File: src/core/dcd_pkg.sv
/*
 * Constants, field positions and types shared by the converter clock and
 * delay-controller register bank and its serial configuration port.
 * Assumes a single 100 MHz system clock and a serial clock far slower.
 */
// Contract
// Clock receiver enable resets to zero.
// Software enables receiver after clock stable.
// Positive pin sign bit selects trim polarity.
// Bits 4:1 hold positive pin level trim.
// Bit 0 selects negative pin trim polarity.
// Bit 7 stops the delay controller clock.
// Controller compares measured slope with slope bit.
// Mode field selects search, track or both.
// Rising snapshot bit captures locked delay, phase.
// Gain field sets tracking speed.
// Enable bit selects manual or automatic mode.
// Software enables boost and duty correction first.
// Bias bit 7 powers converter down.
// Roll-off field selects current-mirror filtering.
// Decoder field selects output coding.
// Software never writes code 11 to fields.
// Delay readback is nine bits, max 431.
// Captured readback holds until next snapshot. In manual mode, writes to 0x39 and 0x3A also change it.
package dcd_pkg;

    // =========================================================
    // Register map
    localparam int ADDR_W = 13;
    localparam int DLY_W = 9;
    localparam int PHZ_W = 5;
    localparam logic [12:0] ADDR_CLK_RX = 13'h0032;
    localparam logic [12:0] ADDR_DLY_CTL = 13'h0033;
    localparam logic [12:0] ADDR_BIAS = 13'h0036;
    localparam logic [12:0] ADDR_DEC = 13'h0038;
    localparam logic [12:0] ADDR_DLY3 = 13'h0039;
    localparam logic [12:0] ADDR_DLY4 = 13'h003A;

    // =========================================================
    // Field positions
    localparam int CRX_ON_BIT = 7;
    localparam int CRX_POS_PIN_BIAS_SIGN_BIT = 5;
    localparam int CRX_PLVL_LSB = 1;
    localparam int CRX_NEG_PIN_BIAS_SIGN_BIT = 0;
    localparam int DC_CLKOFF_BIT = 7;
    localparam int DC_SLOPE_BIT = 6;
    localparam int DC_MODE_LSB = 4;
    localparam int DC_SNAP_BIT = 3;
    localparam int DC_GAIN_LSB = 1;
    localparam int DC_EN_BIT = 0;
    localparam int BIAS_PD_BIT = 7;
    localparam int D3_DLY_BIT = 7;
    localparam int D3_DIR_LSB = 5;

    // =========================================================
    // Reset values and masks
    localparam logic [7:0] CLK_RX_RST = 8'h00;
    localparam logic [7:0] DLY_CTL_RST = 8'h00;
    localparam logic [7:0] BIAS_RST = 8'h00;
    localparam logic [7:0] DEC_RST = 8'h00;
    localparam logic [7:0] BIAS_MASK = 8'h83;
    localparam logic [7:0] DEC_MASK = 8'h03;
    localparam logic [8:0] DLY_RST = 9'h0D8;
    localparam logic [8:0] DLY_MAX = 9'h1AF;
    localparam logic [7:0] RD_UNMAPPED = 8'h00;

    // =========================================================
    // Serial port framing
    localparam logic [4:0] SPI_INSTR_LAST = 5'h0F;
    localparam logic [4:0] SPI_DATA_LAST = 5'h07;
    localparam int SPI_RD_BIT = 15;

    typedef enum logic [4:0] {
        SPI_IDLE = 5'h01,
        SPI_INSTR = 5'h02,
        SPI_LOAD = 5'h04,
        SPI_DATA = 5'h08,
        SPI_DONE = 5'h10
    } dcd_spi_state_type;

    function automatic logic [8:0] dcd_sat(input logic [8:0] v);
        return (v > DLY_MAX) ? DLY_MAX : v;
    endfunction

endpackage

File: src/core/dcd_reg_if.sv
/*
 * Internal register access path between the serial port and the bank.
 * Assumes both ends run on the same system clock.
 */
`timescale 1ns/100ps
`default_nettype none
interface dcd_reg_if;
    logic wr_stb;
    logic [12:0] addr;
    logic [7:0] wdata;
    logic [7:0] rdata;
    modport slave (output wr_stb, output addr, output wdata, input rdata);
    modport bank (input wr_stb, input addr, input wdata, output rdata);
endinterface
`default_nettype wire

File: src/core/dcd_spi_slave.sv
/*
 * Three-wire serial configuration port: 16-bit instruction, one data byte.
 * Assumes the serial clock runs at most one eighth of the system clock.
 */
`timescale 1ns/100ps
`default_nettype none
module dcd_spi_slave
    import dcd_pkg::*;
(
    // Clock and reset
    input wire logic sys_clk,
    input wire logic srst,
    input wire logic ce,
    // Serial pins
    input wire logic spi_sclk,
    input wire logic spi_cs_n,
    input wire logic spi_sdio_in,
    output logic spi_sdio_out,
    output logic spi_sdio_oe_n,
    // Register side
    dcd_reg_if.slave bus
);
    logic [2:0] sclk_sync_reg;
    logic [1:0] cs_sync_reg;
    logic [1:0] sdi_sync_reg;
    dcd_spi_state_type state_reg;
    logic [4:0] cnt_reg;
    logic [15:0] shift_reg;
    logic rd_reg;
    logic [12:0] addr_reg;
    logic [7:0] sdo_reg;
    logic oe_n_reg;
    logic wr_stb_reg;

    wire sclk_rise = sclk_sync_reg[1] & ~sclk_sync_reg[2];
    wire sclk_fall = ~sclk_sync_reg[1] & sclk_sync_reg[2];
    wire cs_idle = cs_sync_reg[1];
    wire [15:0] shift_next = {shift_reg[14:0], sdi_sync_reg[1]};

    assign bus.wr_stb = wr_stb_reg;
    assign bus.addr = addr_reg;
    assign bus.wdata = shift_reg[7:0];
    assign spi_sdio_out = sdo_reg[7];
    assign spi_sdio_oe_n = oe_n_reg;

    // =========================================================
    // Pin synchronisers
    always_ff @(posedge sys_clk) begin
        if (srst) begin
            sclk_sync_reg <= 3'h0;
            cs_sync_reg <= 2'h3;
            sdi_sync_reg <= 2'h0;
        end else if (ce) begin
            sclk_sync_reg <= {sclk_sync_reg[1:0], spi_sclk};
            cs_sync_reg <= {cs_sync_reg[0], spi_cs_n};
            sdi_sync_reg <= {sdi_sync_reg[0], spi_sdio_in};
        end
    end

    // =========================================================
    // Framing
    always_ff @(posedge sys_clk) begin
        if (srst) begin
            state_reg <= SPI_IDLE;
            cnt_reg <= 5'h00;
            shift_reg <= 16'h0000;
            rd_reg <= 1'b0;
            addr_reg <= 13'h0000;
            sdo_reg <= 8'h00;
            oe_n_reg <= 1'b1;
            wr_stb_reg <= 1'b0;
        end else if (ce) begin
            wr_stb_reg <= 1'b0;
            case (state_reg)
                SPI_IDLE: if (!cs_idle) begin
                    state_reg <= SPI_INSTR;
                    cnt_reg <= 5'h00;
                end
                SPI_INSTR: if (cs_idle) begin
                    state_reg <= SPI_IDLE;
                end else if (sclk_rise) begin
                    shift_reg <= shift_next;
                    cnt_reg <= cnt_reg + 5'h01;
                    if (cnt_reg == SPI_INSTR_LAST) begin
                        rd_reg <= shift_next[SPI_RD_BIT];
                        addr_reg <= shift_next[ADDR_W-1:0];
                        state_reg <= SPI_LOAD;
                    end
                end
                SPI_LOAD: begin
                    // Read data is latched whole so a later write cannot tear it.
                    sdo_reg <= bus.rdata;
                    oe_n_reg <= ~rd_reg;
                    cnt_reg <= 5'h00;
                    state_reg <= SPI_DATA;
                end
                SPI_DATA: if (cs_idle) begin
                    oe_n_reg <= 1'b1;
                    state_reg <= SPI_IDLE;
                end else if (sclk_rise) begin
                    shift_reg <= shift_next;
                    cnt_reg <= cnt_reg + 5'h01;
                    if (cnt_reg == SPI_DATA_LAST) begin
                        wr_stb_reg <= ~rd_reg;
                        state_reg <= SPI_DONE;
                    end
                end else if (sclk_fall && cnt_reg != 5'h00) begin
                    sdo_reg <= {sdo_reg[6:0], 1'b0};
                end
                SPI_DONE: if (cs_idle) begin
                    oe_n_reg <= 1'b1;
                    state_reg <= SPI_IDLE;
                end
                default: state_reg <= SPI_IDLE;
            endcase
        end
    end
endmodule
`default_nettype wire

File: src/core/dcd_regs.sv
/*
 * Converter clock receiver, delay-tracking controller, bias and decoder
 * control registers, reached over the serial configuration port.
 * Assumes the delay controller's locked values are on the system clock.
 */
`timescale 1ns/100ps
`default_nettype none
module dcd_regs
    import dcd_pkg::*;
(
    // Clock, reset, enable
    input wire logic sys_clk,
    input wire logic srst,
    input wire logic ce,
    // Serial configuration port
    input wire logic spi_sclk,
    input wire logic spi_cs_n,
    input wire logic spi_sdio_in,
    output logic spi_sdio_out,
    output logic spi_sdio_oe_n,
    // Locked values from the delay controller
    input wire logic [DLY_W-1:0] locked_delay_in,
    input wire logic [PHZ_W-1:0] locked_phase_in,
    // Clock receiver controls
    output logic clock_receiver_on,
    output logic pos_pin_bias_sign,
    output logic [3:0] pos_pin_bias_level,
    output logic neg_pin_bias_sign,
    // Delay controller controls
    output logic delay_ctrl_clock_off,
    output logic delay_slope_positive,
    output logic [1:0] delay_ctrl_mode,
    output logic [1:0] delay_ctrl_gain,
    output logic delay_ctrl_on,
    output logic [DLY_W-1:0] locked_delay_value,
    output logic [PHZ_W-1:0] locked_phase_value,
    output logic [1:0] search_direction,
    // Converter controls
    output logic converter_power_down,
    output logic [1:0] mirror_rolloff_select,
    output logic [1:0] decoder_mode
);
    dcd_reg_if rif ();

    logic [7:0] clk_rx_reg;
    logic [7:0] dly_ctl_reg;
    logic [7:0] bias_reg;
    logic [7:0] dec_reg;
    logic [DLY_W-1:0] dly_reg;
    logic [DLY_W-1:0] dly_next;
    logic [PHZ_W-1:0] phz_reg;
    logic [PHZ_W-1:0] phz_next;
    logic [1:0] dir_reg;

    dcd_spi_slave u_spi (
        .sys_clk(sys_clk),
        .srst(srst),
        .ce(ce),
        .spi_sclk(spi_sclk),
        .spi_cs_n(spi_cs_n),
        .spi_sdio_in(spi_sdio_in),
        .spi_sdio_out(spi_sdio_out),
        .spi_sdio_oe_n(spi_sdio_oe_n),
        .bus(rif.slave)
    );

    // =========================================================
    // Address decode
    wire wr = ce & rif.wr_stb;
    wire wr_crx = wr & (rif.addr == ADDR_CLK_RX);
    wire wr_dlc = wr & (rif.addr == ADDR_DLY_CTL);
    wire wr_bias = wr & (rif.addr == ADDR_BIAS);
    wire wr_dec = wr & (rif.addr == ADDR_DEC);
    wire wr_d3 = wr & (rif.addr == ADDR_DLY3);
    wire wr_d4 = wr & (rif.addr == ADDR_DLY4);
    wire [7:0] wd = rif.wdata;

    // snapshot edge detect
    wire snap_evt = wr_dlc & wd[DC_SNAP_BIT] & ~dly_ctl_reg[DC_SNAP_BIT];
    // manual write access
    wire manual = ~dly_ctl_reg[DC_EN_BIT];
    wire [DLY_W-1:0] dly_wr = wr_d3 ? {dly_reg[8:1], wd[D3_DLY_BIT]} : {wd, dly_reg[0]};

    // hold captured values
    assign dly_next = snap_evt ? dcd_sat(locked_delay_in)
                    : (manual & (wr_d3 | wr_d4)) ? dcd_sat(dly_wr) : dly_reg;
    assign phz_next = snap_evt ? locked_phase_in
                    : (manual & wr_d3) ? wd[PHZ_W-1:0] : phz_reg;

    // =========================================================
    // Readback
    wire [7:0] rd_d3 = {dly_reg[0], dir_reg, phz_reg};
    assign rif.rdata = (rif.addr == ADDR_CLK_RX) ? clk_rx_reg
                     : (rif.addr == ADDR_DLY_CTL) ? dly_ctl_reg
                     : (rif.addr == ADDR_BIAS) ? (bias_reg & BIAS_MASK)
                     : (rif.addr == ADDR_DEC) ? (dec_reg & DEC_MASK)
                     : (rif.addr == ADDR_DLY3) ? rd_d3
                     : (rif.addr == ADDR_DLY4) ? dly_reg[8:1] : RD_UNMAPPED;

    // =========================================================
    // Registers
    // receiver held off at reset
    always_ff @(posedge sys_clk) begin
        if (srst) begin
            clk_rx_reg <= CLK_RX_RST;
            dly_ctl_reg <= DLY_CTL_RST;
            bias_reg <= BIAS_RST;
            dec_reg <= DEC_RST;
        end else begin
            if (wr_crx) begin
                clk_rx_reg <= wd;
            end
            if (wr_dlc) begin
                dly_ctl_reg <= wd;
            end
            if (wr_bias) begin
                bias_reg <= wd & BIAS_MASK;
            end
            if (wr_dec) begin
                dec_reg <= wd & DEC_MASK;
            end
        end
    end

    // capture locked values
    always_ff @(posedge sys_clk) begin
        if (srst) begin
            dly_reg <= DLY_RST;
            phz_reg <= 5'h00;
            dir_reg <= 2'h0;
        end else if (ce) begin
            dly_reg <= dly_next;
            phz_reg <= phz_next;
            if (wr_d3) begin
                dir_reg <= wd[D3_DIR_LSB +: 2];
            end
        end
    end

    // =========================================================
    // Field outputs
    // pin trim fields
    assign clock_receiver_on = clk_rx_reg[CRX_ON_BIT];
    assign pos_pin_bias_sign = clk_rx_reg[CRX_POS_PIN_BIAS_SIGN_BIT];
    assign pos_pin_bias_level = clk_rx_reg[CRX_PLVL_LSB +: 4];
    assign neg_pin_bias_sign = clk_rx_reg[CRX_NEG_PIN_BIAS_SIGN_BIT];
    // controller clock gate
    assign delay_ctrl_clock_off = dly_ctl_reg[DC_CLKOFF_BIT];
    // slope for comparison
    assign delay_slope_positive = dly_ctl_reg[DC_SLOPE_BIT];
    // mode and gain
    assign delay_ctrl_mode = dly_ctl_reg[DC_MODE_LSB +: 2];
    assign delay_ctrl_gain = dly_ctl_reg[DC_GAIN_LSB +: 2];
    // manual or automatic
    assign delay_ctrl_on = dly_ctl_reg[DC_EN_BIT];
    assign locked_delay_value = dly_reg;
    assign locked_phase_value = phz_reg;
    assign search_direction = dir_reg;
    // converter fields
    assign converter_power_down = bias_reg[BIAS_PD_BIT];
    assign mirror_rolloff_select = bias_reg[1:0];
    assign decoder_mode = dec_reg[1:0];
endmodule
`default_nettype wire

File: config.mk
export PLATFORM = sky130hd
export DESIGN_NAME = dcd_regs
export DESIGN_NICKNAME = d
export VERILOG_FILES = /design/src/core/dcd_pkg.sv /design/src/core/dcd_reg_if.sv /design/src/core/dcd_spi_slave.sv /design/src/core/dcd_regs.sv
export SDC_FILE = /design/constraint.sdc
export NUM_CORES = 1
export LEC_CHECK = 0
export ABC_AREA = 1
export BUFFER_PORTS_ARGS = -buffer_cell sky130_fd_sc_hd__buf_2
export CORE_MARGIN = 2
export CORE_UTILIZATION = 56
export CTS_BUF_LIST = sky130_fd_sc_hd__clkbuf_4
export CTS_CLUSTER_DIAMETER = 40
export DETAILED_ROUTE_END_ITERATION = 7
export PLACE_DENSITY = 0.83
export SLEW_MARGIN = 25
export SYNTH_ARGS = -nofsm -noshare
export SYNTH_HDL_FRONTEND = slang
export SYNTH_SLANG_ARGS = --single-unit
File: constraint.sdc
create_clock -name sys_clk -period 4.23 [get_ports sys_clk]
set_input_delay 1.269 -clock sys_clk [delete_from_list [all_inputs] [get_ports sys_clk]]
set_output_delay 1.269 -clock sys_clk [all_outputs]
set_load 0.01 [all_outputs]
==> reports/qor.txt <==
CTS
-------------------------------------------------------------------------------------
Clk buf depth                                                                       2
CTS Hold Bufs                                                                       0
Cell chosen for the clock root                                               clkbuf_4
Worst-Skew Late Latency                                                       0.46 ns
Clk sink count                                                                     93
CTS tree                                                                         done
Number of buffers inserted during clock tree synthesis                              9
# H-tree levels                                                                     3
Number of gates given a new drive strength after cts                                0
Post-CTS Repair Setup Buffers                                                       0
Clock-pin slew on the worst setup and hold paths                              0.15 ns

GRT
-------------------------------------------------------------------------------------
Grt total ovfl                                                                      0
Vias in the first global route                                                   4085
Pin count of the biggest net entering global routing                               35
Number of antenna violations at the first check in global routing                   0
Overall fraction of global-route tracks in use                                  27.2%
First-pass GRT wire length                                                   19400 µm

POWER AND IR DROP
-------------------------------------------------------------------------------------
Portion of total power attributed to the clock network                          31.2%
Power per standard cell area                                               315 nW/µm²
Power spent charging and discharging nets                                    0.472 mW
Net Sw Frac                                                                     29.1%
Leakage                                                                       2.24 nW
Total power                                                                   1.62 mW
Maximum vdd drop                                                           0.000192 V
Sequential share of power                                                       57.0%
Part of the power in combinational logic                                        11.8%
Cell Int Power                                                                1.15 mW

STA
-------------------------------------------------------------------------------------
Final Cycle Share                                                               59.7%
Worst Setup Slack, final                                                      1.71 ns
Endpoints failing hold                                                              0
Setup Viol. Count Final                                                             0
Fin Setup TNS                                                                    0 ns
Hold_ws                                                                      0.456 ns
Max-slew violation total from the final report                                      0
Worst-case clock skew                                                       0.0258 ns
Setup repair after global routing missed its margin                             false
Timing-limited maximum frequency                                            0.396 GHz
Transition time at the pin with the least slew margin                        0.698 ns
Worst relative slew slack                                                       53.4%
Min Tclk post-route                                                           2.52 ns

WORST SETUP PATH
-------------------------------------------------------------------------------------
CP required                                                                   4.61 ns
Kind of start point of the critical path                                    input pin
Cells traversed along the worst timing path                              buf_2 > nand2_2 > inv_2 > nand3_4 > clkinv_2 > nand2_1 > o21ai_2 > nand3_4 > nand2_1 > nand2_1 > a21oi_1
Worst setup path category                                                   in -> reg
Critical path arrival                                                         2.91 ns
Crit path launch                                                                   ce
CP Max Fanout                                                                      13
Category of the worst setup path capture point                              flip-flop
Crit-path slowest cell                                                          buf_2
Crit path top cell by count                                                   nand2_1
Critical path's top delay family                                         simple AND/OR/NAND/NOR gates
Delay of the slowest cell on the worst path                                   0.24 ns
Reg-to-Reg Start                                                         u_spi.bus.addr[11]$_SDFFE_PP0P_
Crit path buffers/inverters                                                         3

PLACED DESIGN
-------------------------------------------------------------------------------------
Port Buffers                                                                       56
HPWL after detailed placement                                                 8960 µm
Placed insts                                                                      800
Post-placement worst setup slack                                              1.28 ns
Final Wtd Congestion                                                            0.941
Placement-stage cell area                                                    5020 µm²

FLOORPLAN
-------------------------------------------------------------------------------------
Number of top-level pins                                                           57
Area of the die                                                              9220 µm²
Die boundary height                                                           96.0 µm
Die span in x                                                                 96.0 µm
Total number of placement rows                                                     33
Core area                                                                    8220 µm²
Initial standard-cell utilization of the core                                   57.7%

STATUS
-------------------------------------------------------------------------------------
Outcome                                                                  complete, no violations

LOGIC SYNTHESIS
-------------------------------------------------------------------------------------
Post-synthesis net count                                                          688
Post-synthesis sequential element count                                            93
Mean post-synth cell area                                                    7.13 µm²
Combinational family with the most area after synthesis                  simple AND/OR/NAND/NOR gates
Cells after Synth                                                                 665
Post-synthesis share of cell area spent on and, or, nand and nor gates          29.4%
Xor and xnor area share after synthesis                                            0%
Proportion of synthesized chip area in sequential cells                         39.3%
Count of synthesis-stage warnings from yosys                                        0
Synth unique cells                                                                 38
Synthesized-area fraction occupied by adder cells                              0.792%
Compound-Gate Fraction of Synth Area                                            20.4%
Combined area of all synthesized cells                                       4740 µm²
Multiplexer fraction of the synthesized cell area                                  0%

ROUTE
-------------------------------------------------------------------------------------
Detailed-routing iteration count for the pre-antenna-repair pass                    7
Total vias in the final route                                                    4646
Number of nets with antenna violations after detailed routing                       0
Remaining DRCs                                                                      0
Avg WL per Cell                                                               15.1 µm
Via density                                                                      5.69
Number of DRC markers after the initial detailed-route iteration                  301
Post-detailed-routing wire length                                            12300 µm

CELLS AND AREA
-------------------------------------------------------------------------------------
Number of non-filler instances in the completed layout                            816
Final standard cell area without fillers                                     5160 µm²
Max reg flops                                                                      15
Number of nets in the layout                                                      729
Final core area utilization                                                     62.8%
Fraction of layout cells with a size suffix above 1                             17.6%
Antenna diode count                                                                 0
Post-synthesis to final-layout area growth                                      8.76%

HOLD PATH
-------------------------------------------------------------------------------------
Min-delay src                                                            u_spi.shift_reg[10]$_SDFFE_PP0P_
Min-delay worst type                                                       reg -> reg

RUN
-------------------------------------------------------------------------------------
Count of maximum capacitance violations                                             0

## per-layer routing
metal / GRT usage (%) / routed length [µm] / share of wire, %
met1: 36.4 / 5510 / 45
met2: 44.4 / 5760 / 47
met3: 4.62 / 769 / 6.3
met4: 9.17 / 259 / 2.1
met5: 0 / 0 / 0
## cells by family (layout without fill, tap and decap cells)
logic type,Yosys count,in the layout
buffers and inverters,113,159
flip-flops,93,93
adder cells (fa/ha/maj),3,3
AO/OA/AOI/OAI,173,173
AND/OR/NAND/NOR,283,283
## cells in the mapped netlist, drive strengths merged
cell,count,area share [%]
a211oi,17,3.1
a21oi,67,7.1
a31oi,6,0.79
buf,19,2.6
clkbuf,11,0.87
clkinv,4,0.34
dfxtp,93,39
ha,3,0.79
inv,79,6.3
nand2,134,11
nand3,46,6.4
nand3b,2,0.32
nand4,10,1.5
nor2,73,7.3
nor3,10,1.1
nor3b,2,0.32
nor4,4,0.84
o211ai,4,0.63
o21ai,79,8.8
or2,2,0.26
## power groups by stage
| stage | registers [mW] | clock network, mW | logic (mW) |
|---|---|---|---|
| after detailed placement | 0.944 | 0 | 0.189 |
| after floorplan | 0.940 | 0 | 0.144 |
| after global placement | 0.942 | 0 | 0.181 |
| after CTS | 0.925 | 0.510 | 0.191 |
| final | 0.925 | 0.506 | 0.192 |
| after global routing | 0.929 | 0.547 | 0.219 |
## worst reg2reg max path: stages (launching register included)
cell and delay [ns]:
dfxtp_1 0.34, nor2_1 0.14, nand2_1 0.10, nor2_4 0.30
nand2_1 0.11, nor2_1 0.38, nand2_1 0.09, nand3_1 0.08
nand2_1 0.05, nand2_1 0.11, nand2_1 0.09, nand2_1 0.07
nand2_1 0.05, a21oi_1 0.11
## layout make-up
cell class,count,area [µm²]
clock buffer,9,67.6
clock inverter,7,72.6
fill,761,3060
inverter,83,313
multi-input combinational,459,2400
sequential,93,1860
tap,105,131
timing repair buffer,60,310
## path summary, 6_finish.rpt
path | endpoint | slack [ns] | cells after the start
setup / recovery | locked_delay_value[0]$_SDFFE_PP0P_ | 1.71 | 11
setup reg to reg | u_spi.sdo_reg[1]$_SDFFE_PP0P_ | 2.15 | 13
hold reg to reg | u_spi.shift_reg[11]$_SDFFE_PP0P_ | 0.46 | 2
hold / removal | u_spi.shift_reg[11]$_SDFFE_PP0P_ | 0.46 | 2
## cells in the final DEF, fill, tap and decap left out, types with 8 or more instances in the layout
| master | instances |
|---|---|
| a211oi_1 | 13 |
| o21ai_0 | 69 |
| dfxtp_1 | 93 |
| nand2_1 | 120 |
| nor2_1 | 63 |
| clkbuf_4 | 9 |
| inv_2 | 8 |
| buf_2 | 56 |
| nor3_1 | 10 |
| nand4_1 | 9 |
| a21oi_1 | 67 |
| nand3_1 | 39 |
| inv_1 | 71 |
| nand2_2 | 13 |
Power figures use the tool's default switching activity.
